<file path="src/include/sac_pkg.sv">
// Package of constants for the successive-approximation conversion control.
// Assumes a single 25 MHz core clock and a converter clock enable input.
`default_nettype none
package sac_pkg;
    // Width of the result code
    localparam int RES_W = 8;
    // Core clock cycles per internal phase step (converter clock divide)
    localparam int PHASE_DIV = 8;
    // Converter clock periods for one full search (8 bits x 8)
    localparam int CONV_CYCLES = 64;
    // Converter clock periods the done set input stays active
    localparam int DONE_SET_CYCLES = 8;
    // Result code when the negative input is not below the positive
    localparam logic [7:0] ZERO_CODE = 8'h00;
    // Reset value of the held result
    localparam logic [7:0] RESULT_RST = 8'h00;
    // Full scale code
    localparam logic [7:0] FULL_CODE = 8'hFF;
    // Longest allowed self-start done pulse in free-running mode, ns
    localparam int FREE_PULSE_NS = 300;
    // Core clock period in ns
    localparam int CLK_PERIOD_NS = 40;
    // Free-running done pulse in core cycles, rounded down, at least one
    localparam int FREE_PULSE_CYC = (FREE_PULSE_NS / CLK_PERIOD_NS) < 1 ?
        1 : (FREE_PULSE_NS / CLK_PERIOD_NS);
endpackage
`default_nettype wire

</file>
<file path="src/hw/sac_ctrl.sv">
// Conversion control of an 8-bit successive-approximation converter.
// Assumes host strobes synchronous to core_clk; the comparator is outside
// and answers each trial code on cmp_high within the same converter step.
`default_nettype none

module sac_ctrl #(
    parameter int PHASE_DIV = sac_pkg::PHASE_DIV // Clocks per step
) (
    input wire logic core_clk, // Converter clock
    input wire logic nrst, // Synchronous reset, active low
    input wire logic clk_en, // Freezes all state while low
    input wire logic select_n, // Chip select, active low
    input wire logic start_n, // Start strobe, active low
    input wire logic read_n, // Read strobe, active low
    input wire logic cmp_high, // Comparator: input at or above trial level
    input wire logic neg_ge_pos, // Negative input at or above positive
    output logic [7:0] trial_code_q, // Trial code to the ladder
    output logic [7:0] data_out_q, // Result onto the data lines
    output logic data_oe_q, // Data lines driven while high
    output logic conversion_done_n_q // End of conversion, active low
);
    // ****************************************************
    // Internal state
    // ****************************************************
    typedef enum logic [1:0] {SAC_IDLE, SAC_ARMED, SAC_SEARCH, SAC_DONE}
        sac_state_type;
    sac_state_type state_q; // Sequencer state
    logic start_q; // Start flip-flop
    logic shift_entry_flop; // Entry stage of the shift register
    logic [7:0] shift_q; // One-hot bit pointer, MSB first
    logic [7:0] result_q; // Held result
    logic [2:0] phase_q; // Divider to internal phase
    logic [3:0] set_cnt_q; // Remaining done set periods
    logic req; // Start request level
    logic phase_tick; // Internal phase clock edge
    logic rd_act; // Read access active
    logic launch; // Start flop clears and the search starts
    logic last_step; // Final bit is decided on this clock

    assign req = ~select_n & ~start_n;
    assign rd_act = ~select_n & ~read_n;
    assign phase_tick = (phase_q == 3'(PHASE_DIV - 1));
    // Launch waits for a phase edge once the request has gone away
    assign launch = start_q & shift_entry_flop & phase_tick & ~req;
    assign last_step = phase_tick & shift_q[0] & (state_q == SAC_SEARCH);

    // ****************************************************
    // Internal phase divider
    // ****************************************************
    // Free runs; an asynchronous release waits for the next phase edge
    always_ff @(posedge core_clk) begin
        if (!nrst) begin
            phase_q <= 3'h0;
        end else if (clk_en) begin
            phase_q <= phase_tick ? 3'h0 : phase_q + 3'h1;
        end
    end

    // ****************************************************
    // Start flip-flop and entry stage
    // ****************************************************
    // Set by the request; cleared on a phase edge only once it is gone
    always_ff @(posedge core_clk) begin
        if (!nrst) begin
            start_q <= 1'b0;
            shift_entry_flop <= 1'b0;
        end else if (clk_en) begin
            // Entry stage takes the 1 that a pending start offers
            shift_entry_flop <= req | start_q;
            if (req) begin
                start_q <= 1'b1;
            end else if (launch) begin
                // A clear pulse while the request stands has no effect
                start_q <= 1'b0;
            end
        end
    end

    // ****************************************************
    // Search sequencer
    // ****************************************************
    // One bit per phase edge: 8 bits x 8 clocks gives the 64-clock search
    always_ff @(posedge core_clk) begin
        if (!nrst) begin
            state_q <= SAC_IDLE;
            shift_q <= 8'h00;
            trial_code_q <= 8'h00;
            result_q <= sac_pkg::RESULT_RST;
        end else if (clk_en) begin
            if (req || (start_q && !launch)) begin
                // Held in reset while the strobe is low; aborts a search
                state_q <= SAC_ARMED;
                shift_q <= 8'h00;
                trial_code_q <= 8'h00;
            end else if (phase_tick) begin
                unique case (state_q)
                    SAC_IDLE: begin
                        // Waits here for the next request
                        state_q <= SAC_IDLE;
                    end
                    SAC_ARMED: begin
                        if (shift_entry_flop) begin
                            state_q <= SAC_SEARCH;
                            shift_q <= 8'h80;
                            trial_code_q <= 8'h80;
                        end
                    end
                    SAC_SEARCH: begin
                        // Keep or drop the bit under test, try the next
                        if (!cmp_high || neg_ge_pos) begin
                            trial_code_q <= (trial_code_q & ~shift_q)
                                | (shift_q >> 1);
                        end else begin
                            trial_code_q <= trial_code_q | (shift_q >> 1);
                        end
                        shift_q <= shift_q >> 1;
                        if (shift_q[0]) begin
                            // Result moves to the latch before done asserts
                            result_q <= neg_ge_pos ? sac_pkg::ZERO_CODE
                                : (cmp_high ? trial_code_q
                                : trial_code_q & ~shift_q);
                            state_q <= SAC_DONE;
                        end
                    end
                    SAC_DONE: begin
                        state_q <= SAC_IDLE;
                    end
                endcase
            end
        end
    end

    // ****************************************************
    // Done set pulse
    // ****************************************************
    // Counts on every clock, phase edges included, so the set input stands
    // for exactly the set period; a new start cuts it short.
    always_ff @(posedge core_clk) begin
        if (!nrst) begin
            set_cnt_q <= 4'h0;
        end else if (clk_en) begin
            if (req || start_q) begin
                // Any start ends the pulse at once
                set_cnt_q <= 4'h0;
            end else if (last_step) begin
                // Loaded on the clock that latches the result
                set_cnt_q <= 4'(sac_pkg::DONE_SET_CYCLES);
            end else if (set_cnt_q != 4'h0) begin
                set_cnt_q <= set_cnt_q - 4'h1;
            end
        end
    end

    // ****************************************************
    // Done flag
    // ****************************************************
    // Set pulse beats the read clear; a new request clears at once, so a
    // done output wired to the start strobe gives a one-cycle pulse.
    always_ff @(posedge core_clk) begin
        if (!nrst) begin
            conversion_done_n_q <= 1'b1;
        end else if (clk_en) begin
            if (req || start_q) begin
                conversion_done_n_q <= 1'b1;
            end else if (set_cnt_q != 4'h0) begin
                conversion_done_n_q <= 1'b0;
            end else if (rd_act) begin
                conversion_done_n_q <= 1'b1;
            end
        end
    end

    // ****************************************************
    // Output latches
    // ****************************************************
    // Data lines driven only during a read; result kept until replaced
    always_ff @(posedge core_clk) begin
        if (!nrst) begin
            data_oe_q <= 1'b0;
            data_out_q <= sac_pkg::RESULT_RST;
        end else if (clk_en) begin
            data_oe_q <= rd_act;
            data_out_q <= result_q;
        end
    end

    // ****************************************************
    // Checks
    // ****************************************************
    a_req_clears_done: assert property (@(posedge core_clk)
        disable iff (!nrst) (req && clk_en) |=> conversion_done_n_q)
        else $error("done not cleared by start");
    a_hold_in_reset: assert property (@(posedge core_clk)
        disable iff (!nrst) (req && clk_en) |=> (shift_q == 8'h00))
        else $error("shift register not held clear");
    a_start_kept: assert property (@(posedge core_clk)
        disable iff (!nrst) (req && clk_en) |=> start_q)
        else $error("start flop cleared during request");
    a_read_drives: assert property (@(posedge core_clk)
        disable iff (!nrst) (clk_en && rd_act) |=> data_oe_q)
        else $error("data not driven on read");
    a_no_read_float: assert property (@(posedge core_clk)
        disable iff (!nrst) (clk_en && !rd_act) |=> !data_oe_q)
        else $error("data driven without read");
    a_done_set_wins: assert property (@(posedge core_clk)
        disable iff (!nrst) (clk_en && set_cnt_q != 4'h0 && !req && !start_q)
        |=> !conversion_done_n_q)
        else $error("done set lost");
    a_zero_code: assert property (@(posedge core_clk)
        disable iff (!nrst) (clk_en && phase_tick && state_q == SAC_SEARCH
        && shift_q[0] && neg_ge_pos && !req && !start_q)
        |=> (result_q == sac_pkg::ZERO_CODE))
        else $error("nonzero code for negative input");
    a_done_after_latch: assert property (@(posedge core_clk)
        disable iff (!nrst) $fell(conversion_done_n_q)
        |-> $past(state_q) != SAC_SEARCH || $past(shift_q) == 8'h00)
        else $error("done before result latched");
endmodule
`default_nettype wire

</file>
<file path="config.mk">
export PLATFORM = sky130hd
export DESIGN_NAME = sac_ctrl
export DESIGN_NICKNAME = d
export VERILOG_FILES = /design/src/include/sac_pkg.sv /design/src/hw/sac_ctrl.sv
export SDC_FILE = /design/constraint.sdc
export NUM_CORES = 1
export LEC_CHECK = 0
export BUFFER_PORTS_ARGS = -buffer_cell sky130_fd_sc_hd__clkbuf_2
export CAP_MARGIN = 20
export CORE_MARGIN = 1
export CORE_UTILIZATION = 40
export CTS_CLUSTER_SIZE = 25
export DETAILED_ROUTE_END_ITERATION = 6
export PLACE_DENSITY = 0.65
export SLEW_MARGIN = 20
export SYNTH_ARGS = -nofsm -noshare
export SYNTH_HDL_FRONTEND = slang
export SYNTH_SLANG_ARGS = --single-unit
</file>
<file path="constraint.sdc">
create_clock -name core_clk -period 2.2 [get_ports core_clk]
set_clock_uncertainty 0.1 [all_clocks]
set_input_delay 0.11 -clock core_clk [delete_from_list [all_inputs] [get_ports core_clk]]
set_output_delay 0.11 -clock core_clk [all_outputs]
set_load 0.03 [all_outputs]
</file>
==> results.ini, run 1 <==
[clock_network]
clockBufferDepth=2
cts.reportedPaths.clkPinSlew_ns=0.09
cts-root-buf=clkbuf_8
cts_inserted_buffers=5
clock_sinks=45
tritoncts=built
cts-htree-levels=2
clkLatencyLatePin_ns=0.29
postCtsSetupBuffers=0

[cells_and_area]
final_common_cell=dfxtp_1
final_cell_mix=dfxtp_1 (45), clkbuf_2 (25), a21oi_1 (21), nand2_1 (18), nor2_1 (16)
area_delta_synth_final_pct=13.9
nNetsFinal=263
diodes=0
layout-drive-gt1-share_pct=21.6
finish.utilization_pct=47.0

[synthesis]
ys_types=49
ys_warn_count=0
syn_nets=239
avgSynthCellArea_um2=9.37
synth_edf_count=0
synth_area_mm2=0.00211
async_reset_ff_share_pct=0
ys.flop_type=dfxtp_1
yosysSeqAreaShare_pct=42.7
ys_ff_latch=45
postSynthCellCount=225

[worst_hold_path]
hold-path-endpoint=conversion_done_n_q$_SDFFE_PN1P_
hold_path.class=primary input to flip-flop
hold_depth=2
worstHoldStart=nrst

[placed_design]
routabilityCongestion=0.793
dpl.hpwl_um=3150
portBuffers=25

[route]
drc_errors=0
viasPerCell=5.34
drt_first_pass_iters=4
detail_route.iter0.violations=86
routedWlPerCell_um=14.0
final_antenna_net_count=0
totalWireLength_um=4470
vias=1709

[critical_path]
r2r-end=trial_code_q[7]$_SDFFE_PN0P_
cp.arrival_ns=2.08
cpLargestDelayFamily=compound AO/OA/AOI/OAI gates
rr_startpoint=state_q[0]$_SDFFE_PN0P_
cp_data_required_time_ns=2.29
cp_num_buf_inv=1
crit_chain=inv_1 -> ha_1 -> mux2_4 -> a211oi_4 -> nor2_1 -> o221a_1
worst_setup_path_start_kind=flip-flop
critPathMaxFanout=8
r2r_cells=6
cpPeakStageDelay_ns=0.40
slowest_stage=a211oi_4
crit_type=flip-flop to flip-flop
rrSetupSlack_ns=0.21
crit_path_end_kind=flip-flop

[timing]
rsz0062_at_grt=no
tns_ns=0
worst_pin_slew_ns=0.537
final_hold_viol_count=0
fmax_mhz=504
drv_slew=0
maxSlewHeadroom_pct=64.0
finalCritPeriodShare_pct=90.3
finalSetupViolations=0
fin_crit_ns=1.99

[power_and_ir_drop]
p_leak_nw=0.917
power_density_mw_per_mm2=668
peakVddDrop_v=0.000431
total_power_mw=1.60

[global_route]
grt_usage_pct=17.8
grt_start_max_net_pins=21
antenna_found_initial=0
grt_first_pass_wirelength_um=7480
grt_pass1_vias=1540
grt.overflow.total=0

[floorplan]
start_util_pct=41.3
core_area_mm2=0.00511
die_area_mm2=0.00557
die_h_um=74.6
fp-row-count=26
die_x_um=74.6
ios=26

[run]
maxCapViolCount=0

[run_status]
status=finished clean

-- Yosys cell counts (all sizes together) (2+ instances only) --
| library cell | instances | area share, % |
|---|---|---|
| dfxtp | 45 | 43 |
| a21oi | 21 | 5.0 |
| nand2 | 18 | 3.2 |
| nor2 | 17 | 3.4 |
| inv | 16 | 2.8 |
| nor3 | 13 | 3.9 |
| mux2i | 12 | 5.7 |
| buf | 8 | 2.2 |
| o2111ai | 8 | 3.3 |
| a22o | 7 | 2.9 |
| o31ai | 7 | 2.5 |
| ha | 6 | 3.6 |
| a211oi | 5 | 2.4 |
| o21ai | 5 | 1.9 |
| nand3 | 4 | 0.95 |
| or3 | 4 | 1.2 |
| nand2b | 3 | 0.89 |
| a31o | 2 | 0.83 |
| and3 | 2 | 0.59 |
| clkbuf | 2 | 0.42 |
| nand3b | 2 | 0.71 |
| o21ba | 2 | 0.95 |
| o221a | 2 | 1.1 |
-- flip-flops by register name (all words and copies together), names as in the netlist --
signal	flops
shift_q	8
data_oe_q	1
state_q	2
set_cnt_q	4
phase_q	3
start_q	1
data_out_q	8
conversion_done_n_q	1
shift_entry_flop	1
result_q	8
trial_code_q	8
-- layer usage --
metal  share of wire [%]  track usage, %
met1                  50            25.3
met2                  46            27.7
met3                 3.7            3.79
met4                0.67            3.77
met5                   0               0
-- what timing repair did --
item	in CTS	in global routing
setup endpoints to repair	0	9
hold buffers	0	0
resized for setup	0	1
-- cell type report --
cell class	count	area, µm²
fillers	489	2710
multi-input cells	154	1090
flip-flops and latches	45	901
repair buffers	27	140
well taps	70	87.6
clock buffers	5	68.8
inverters	16	60.1
clock inverters	3	50.0
-- report_power, final --
group	internal, mW	switching (mW)	total (mW)
clock network	0.348	0.297	0.645
registers	0.823	0.00873	0.831
logic	0.0454	0.0827	0.128
total	1.22	0.389	1.60
-- worst max path at each step --
stage	endpoint	slack, ns	startpoint	cells past startpoint
finish	trial_code_q[7]$_SDFFE_PN0P_	0.21	state_q[0]$_SDFFE_PN0P_	6
global route	result_q[0]$_SDFFE_PN0P_	0.06	phase_q[0]$_SDFFE_PN0P_	6
CTS	result_q[5]$_SDFFE_PN0P_	0.16	phase_q[0]$_SDFFE_PN0P_	6
detailed placement	result_q[3]$_SDFFE_PN0P_	0.16	phase_q[0]$_SDFFE_PN0P_	6
global placement	result_q[7]$_SDFFE_PN0P_	0.19	phase_q[0]$_SDFFE_PN0P_	6
floorplan	trial_code_q[0]$_SDFFE_PN0P_	0.39	phase_q[0]$_SDFFE_PN0P_	8
-- through the flow --
step                cell area, µm²  hold WS (ns)  worst slack (ns)  instances
global route                  2400        0.0185            0.0639        320
floorplan                     2110        0.0989             0.390        225
finish                        2400        0.0182             0.214        320
CTS                           2400        0.0105             0.158        320
detailed placement            2280         0.323             0.156        312
global placement              2280         0.322             0.192        312
-- cells by family after synthesis --
logic type,synth area share [%]
AND/OR/NAND/NOR,17.2
AO/OA/AOI/OAI,24.3
multiplexers,6.41
XOR/XNOR,0.416
buffers and inverters,5.46
flip-flops,42.7
adder cells (fa/ha/maj),3.56
(Power assumes the default switching activity.)
==> run 2: changes to the inputs <==
Settings changed: CORE_UTILIZATION 40 to 57, PLACE_DENSITY 0.65 to 0.91.
==> run 2 against run 1 <==
- die area down 29%
- sequential power barely moved
- largest power group unchanged
- clock power increased by 1%
- sequential share of layout area grew 0.51 points
- non-clock buffer count unchanged
- design area fell by 1.4%
- highest routed layer unchanged
- critical path depth unchanged
- wire length is 0.51% lower
==> results.ini, run 2 (synthesized netlist as in run 1, its figures left out) <==
[run_status]
status=finished clean  ; unchanged

[power_and_ir_drop]
peakVddDrop_v=0.000379  ; was 0.000431 V
power_density_mw_per_mm2=681  ; was 668 mW/mm²
p_leak_nw=0.920  ; was 0.917 nW
total_power_mw=1.61  ; was 1.60 mW

[floorplan]
ios=26  ; unchanged
die_x_um=62.8  ; was 74.6 µm
core_area_mm2=0.00344  ; was 0.00511 mm²
start_util_pct=61.3  ; was 41.3%
fp-row-count=21  ; was 26
die_h_um=62.8  ; was 74.6 µm
die_area_mm2=0.00395  ; was 0.00557 mm²

[critical_path]
cpLargestDelayFamily=compound AO/OA/AOI/OAI gates  ; unchanged
critPathMaxFanout=14  ; was 8
r2r_cells=6  ; unchanged
cp.arrival_ns=2.15  ; was 2.08 ns
crit_type=flip-flop to flip-flop  ; unchanged
cpMostUsedCell=ha_1
crit_chain=ha_1 -> ha_1 -> a21boi_4 -> nor3_1 -> o31ai_1 -> a21oi_1  ; was inv_1 -> ha_1 -> mux2_4 -> a211oi_4 -> nor2_1 -> o221a_1
cpPeakStageDelay_ns=0.46  ; was 0.40 ns
slowest_stage=a21boi_4  ; was a211oi_4
cp_num_cells=6  ; unchanged
cp_num_buf_inv=0  ; was 1
crit_path_end_kind=flip-flop  ; unchanged
cp_data_required_time_ns=2.29  ; about the same
worst_setup_path_start_kind=flip-flop  ; unchanged

[clock_network]
cts-hold-fix-buffers=0  ; unchanged
postCtsSetupBuffers=0  ; unchanged
tritoncts=built  ; unchanged
clock_sinks=45  ; unchanged
cts-htree-levels=2  ; unchanged
clockBufferDepth=2  ; unchanged
clkLatencyLatePin_ns=0.31  ; was 0.29 ns
cts.reportedPaths.clkPinSlew_ns=0.09  ; about the same
cts-root-buf=clkbuf_8  ; unchanged
cts_inserted_buffers=5  ; unchanged
cts.repair.resized=0  ; unchanged

[global_route]
grt_first_pass_wirelength_um=7450  ; was 7480 µm
grt_pass1_vias=1594  ; was 1540
grt_usage_pct=24.1  ; was 17.8%
grt.overflow.total=0  ; unchanged
grt_start_max_net_pins=26  ; was 21
antenna_found_initial=0  ; unchanged

[timing]
rsz0062_at_grt=no  ; unchanged
tns_ns=0  ; unchanged
fmax_mhz=485  ; was 504 MHz
finalSetupViolations=0  ; unchanged
finalCritPeriodShare_pct=93.7  ; was 90.3%
drv_slew=0  ; unchanged
final_hold_viol_count=0  ; unchanged
maxSlewHeadroom_pct=65.8  ; was 64.0%
fin_crit_ns=2.06  ; was 1.99 ns
worst_pin_slew_ns=0.511  ; was 0.537 ns
worst_slack_ns=0.138  ; was 0.214 ns

[route]
final_antenna_net_count=0  ; unchanged
viasPerCell=5.89  ; was 5.34
vias=1743  ; was 1709
routedWlPerCell_um=15.0  ; was 14.0 µm
drt_first_pass_iters=4  ; unchanged
drc_errors=0  ; unchanged
totalWireLength_um=4450  ; was 4470 µm
detail_route.iter0.violations=113  ; was 86

[placed_design]
routabilityCongestion=0.876  ; was 0.793
portBuffers=25  ; unchanged
pre_cts_slack_ns=0.158  ; was 0.156 ns
dpl.hpwl_um=3050  ; was 3150 µm

[cells_and_area]
multiInputGateArea_mm2=0.00109  ; about the same
final_common_cell=dfxtp_1  ; unchanged
seqCellArea_um2=901  ; unchanged
area_delta_synth_final_pct=12.4  ; was 13.9%
diodes=0  ; unchanged
fillers=268  ; was 489
layout-drive-gt1-share_pct=21.2  ; was 21.6%
nNetsFinal=263  ; unchanged
final_cell_mix=dfxtp_1 (45), clkbuf_2 (25), a21oi_1 (21), nand2_1 (18), nor2_1 (16)  ; unchanged

[run]
maxCapViolCount=0  ; unchanged

[worst_hold_path]
hold_depth=2  ; unchanged
hold_path.class=primary input to flip-flop  ; unchanged

-- run 2: cell type report --
| class | count | area share, % |
|---|---|---|
| clock inverter | 3 | 2.11 |
| clock buffer | 5 | 2.90 |
| timing repair buffer | 27 | 5.91 |
| multi-input combinational | 154 | 46.1 |
| inverter | 16 | 2.53 |
| sequential | 45 | 38.0 |
| tap | 46 | 2.43 |
-- run 2: worst paths after layout --
| check | start | endpoint | slack (ns) |
|---|---|---|---|
| max | phase_q[0]$_SDFFE_PN0P_ | trial_code_q[0]$_SDFFE_PN0P_ | 0.14 |
| min | nrst | conversion_done_n_q$_SDFFE_PN1P_ | 0.003 |
| max reg2reg | phase_q[0]$_SDFFE_PN0P_ | trial_code_q[0]$_SDFFE_PN0P_ | 0.14 |
| min reg2reg | result_q[7]$_SDFFE_PN0P_ | result_q[7]$_SDFFE_PN0P_ | 0.35 |
-- run 2: report_power, final --
part	total (mW)	leakage, nW	internal, mW	switching (mW)
Sequential	0.832	0.363	0.823	0.00909
Combinational	0.128	0.496	0.0454	0.0830
Clock	0.653	0.0603	0.348	0.305
Total	1.61	0.920	1.22	0.397
-- run 2: worst register-to-register path: cells and delay by family (launching register included) --
family                     cells  cell delay [ns]
and+or+nand+nor                1             0.18
DFF                            1             0.33
adders and majority gates      2             0.51
AOI/OAI and AO/OA              3             0.83
-- run 2: per-layer routing --
layer / vias to the layer above / GRT usage [%] / part of all wire, %
met2: 56 / 40.8 / 48
met3: 10 / 4.56 / 5.5
met4: 0 / 9.59 / 2.0
met1: 810 / 30.0 / 45
met5: - / 0 / 0
li1: 867 / - / -
-- run 2: per-stage QoR --
step,instances,hold slack [ns],cell area [µm²],utilization [%]
final,296,0.00312,2370,68.8
after floorplan,225,0.0989,2110,-
after global routing,296,0.0511,2370,68.8
after global placement,288,0.315,2250,65.4
after CTS,296,0.000385,2370,68.8
after detailed placement,288,0.320,2250,65.4
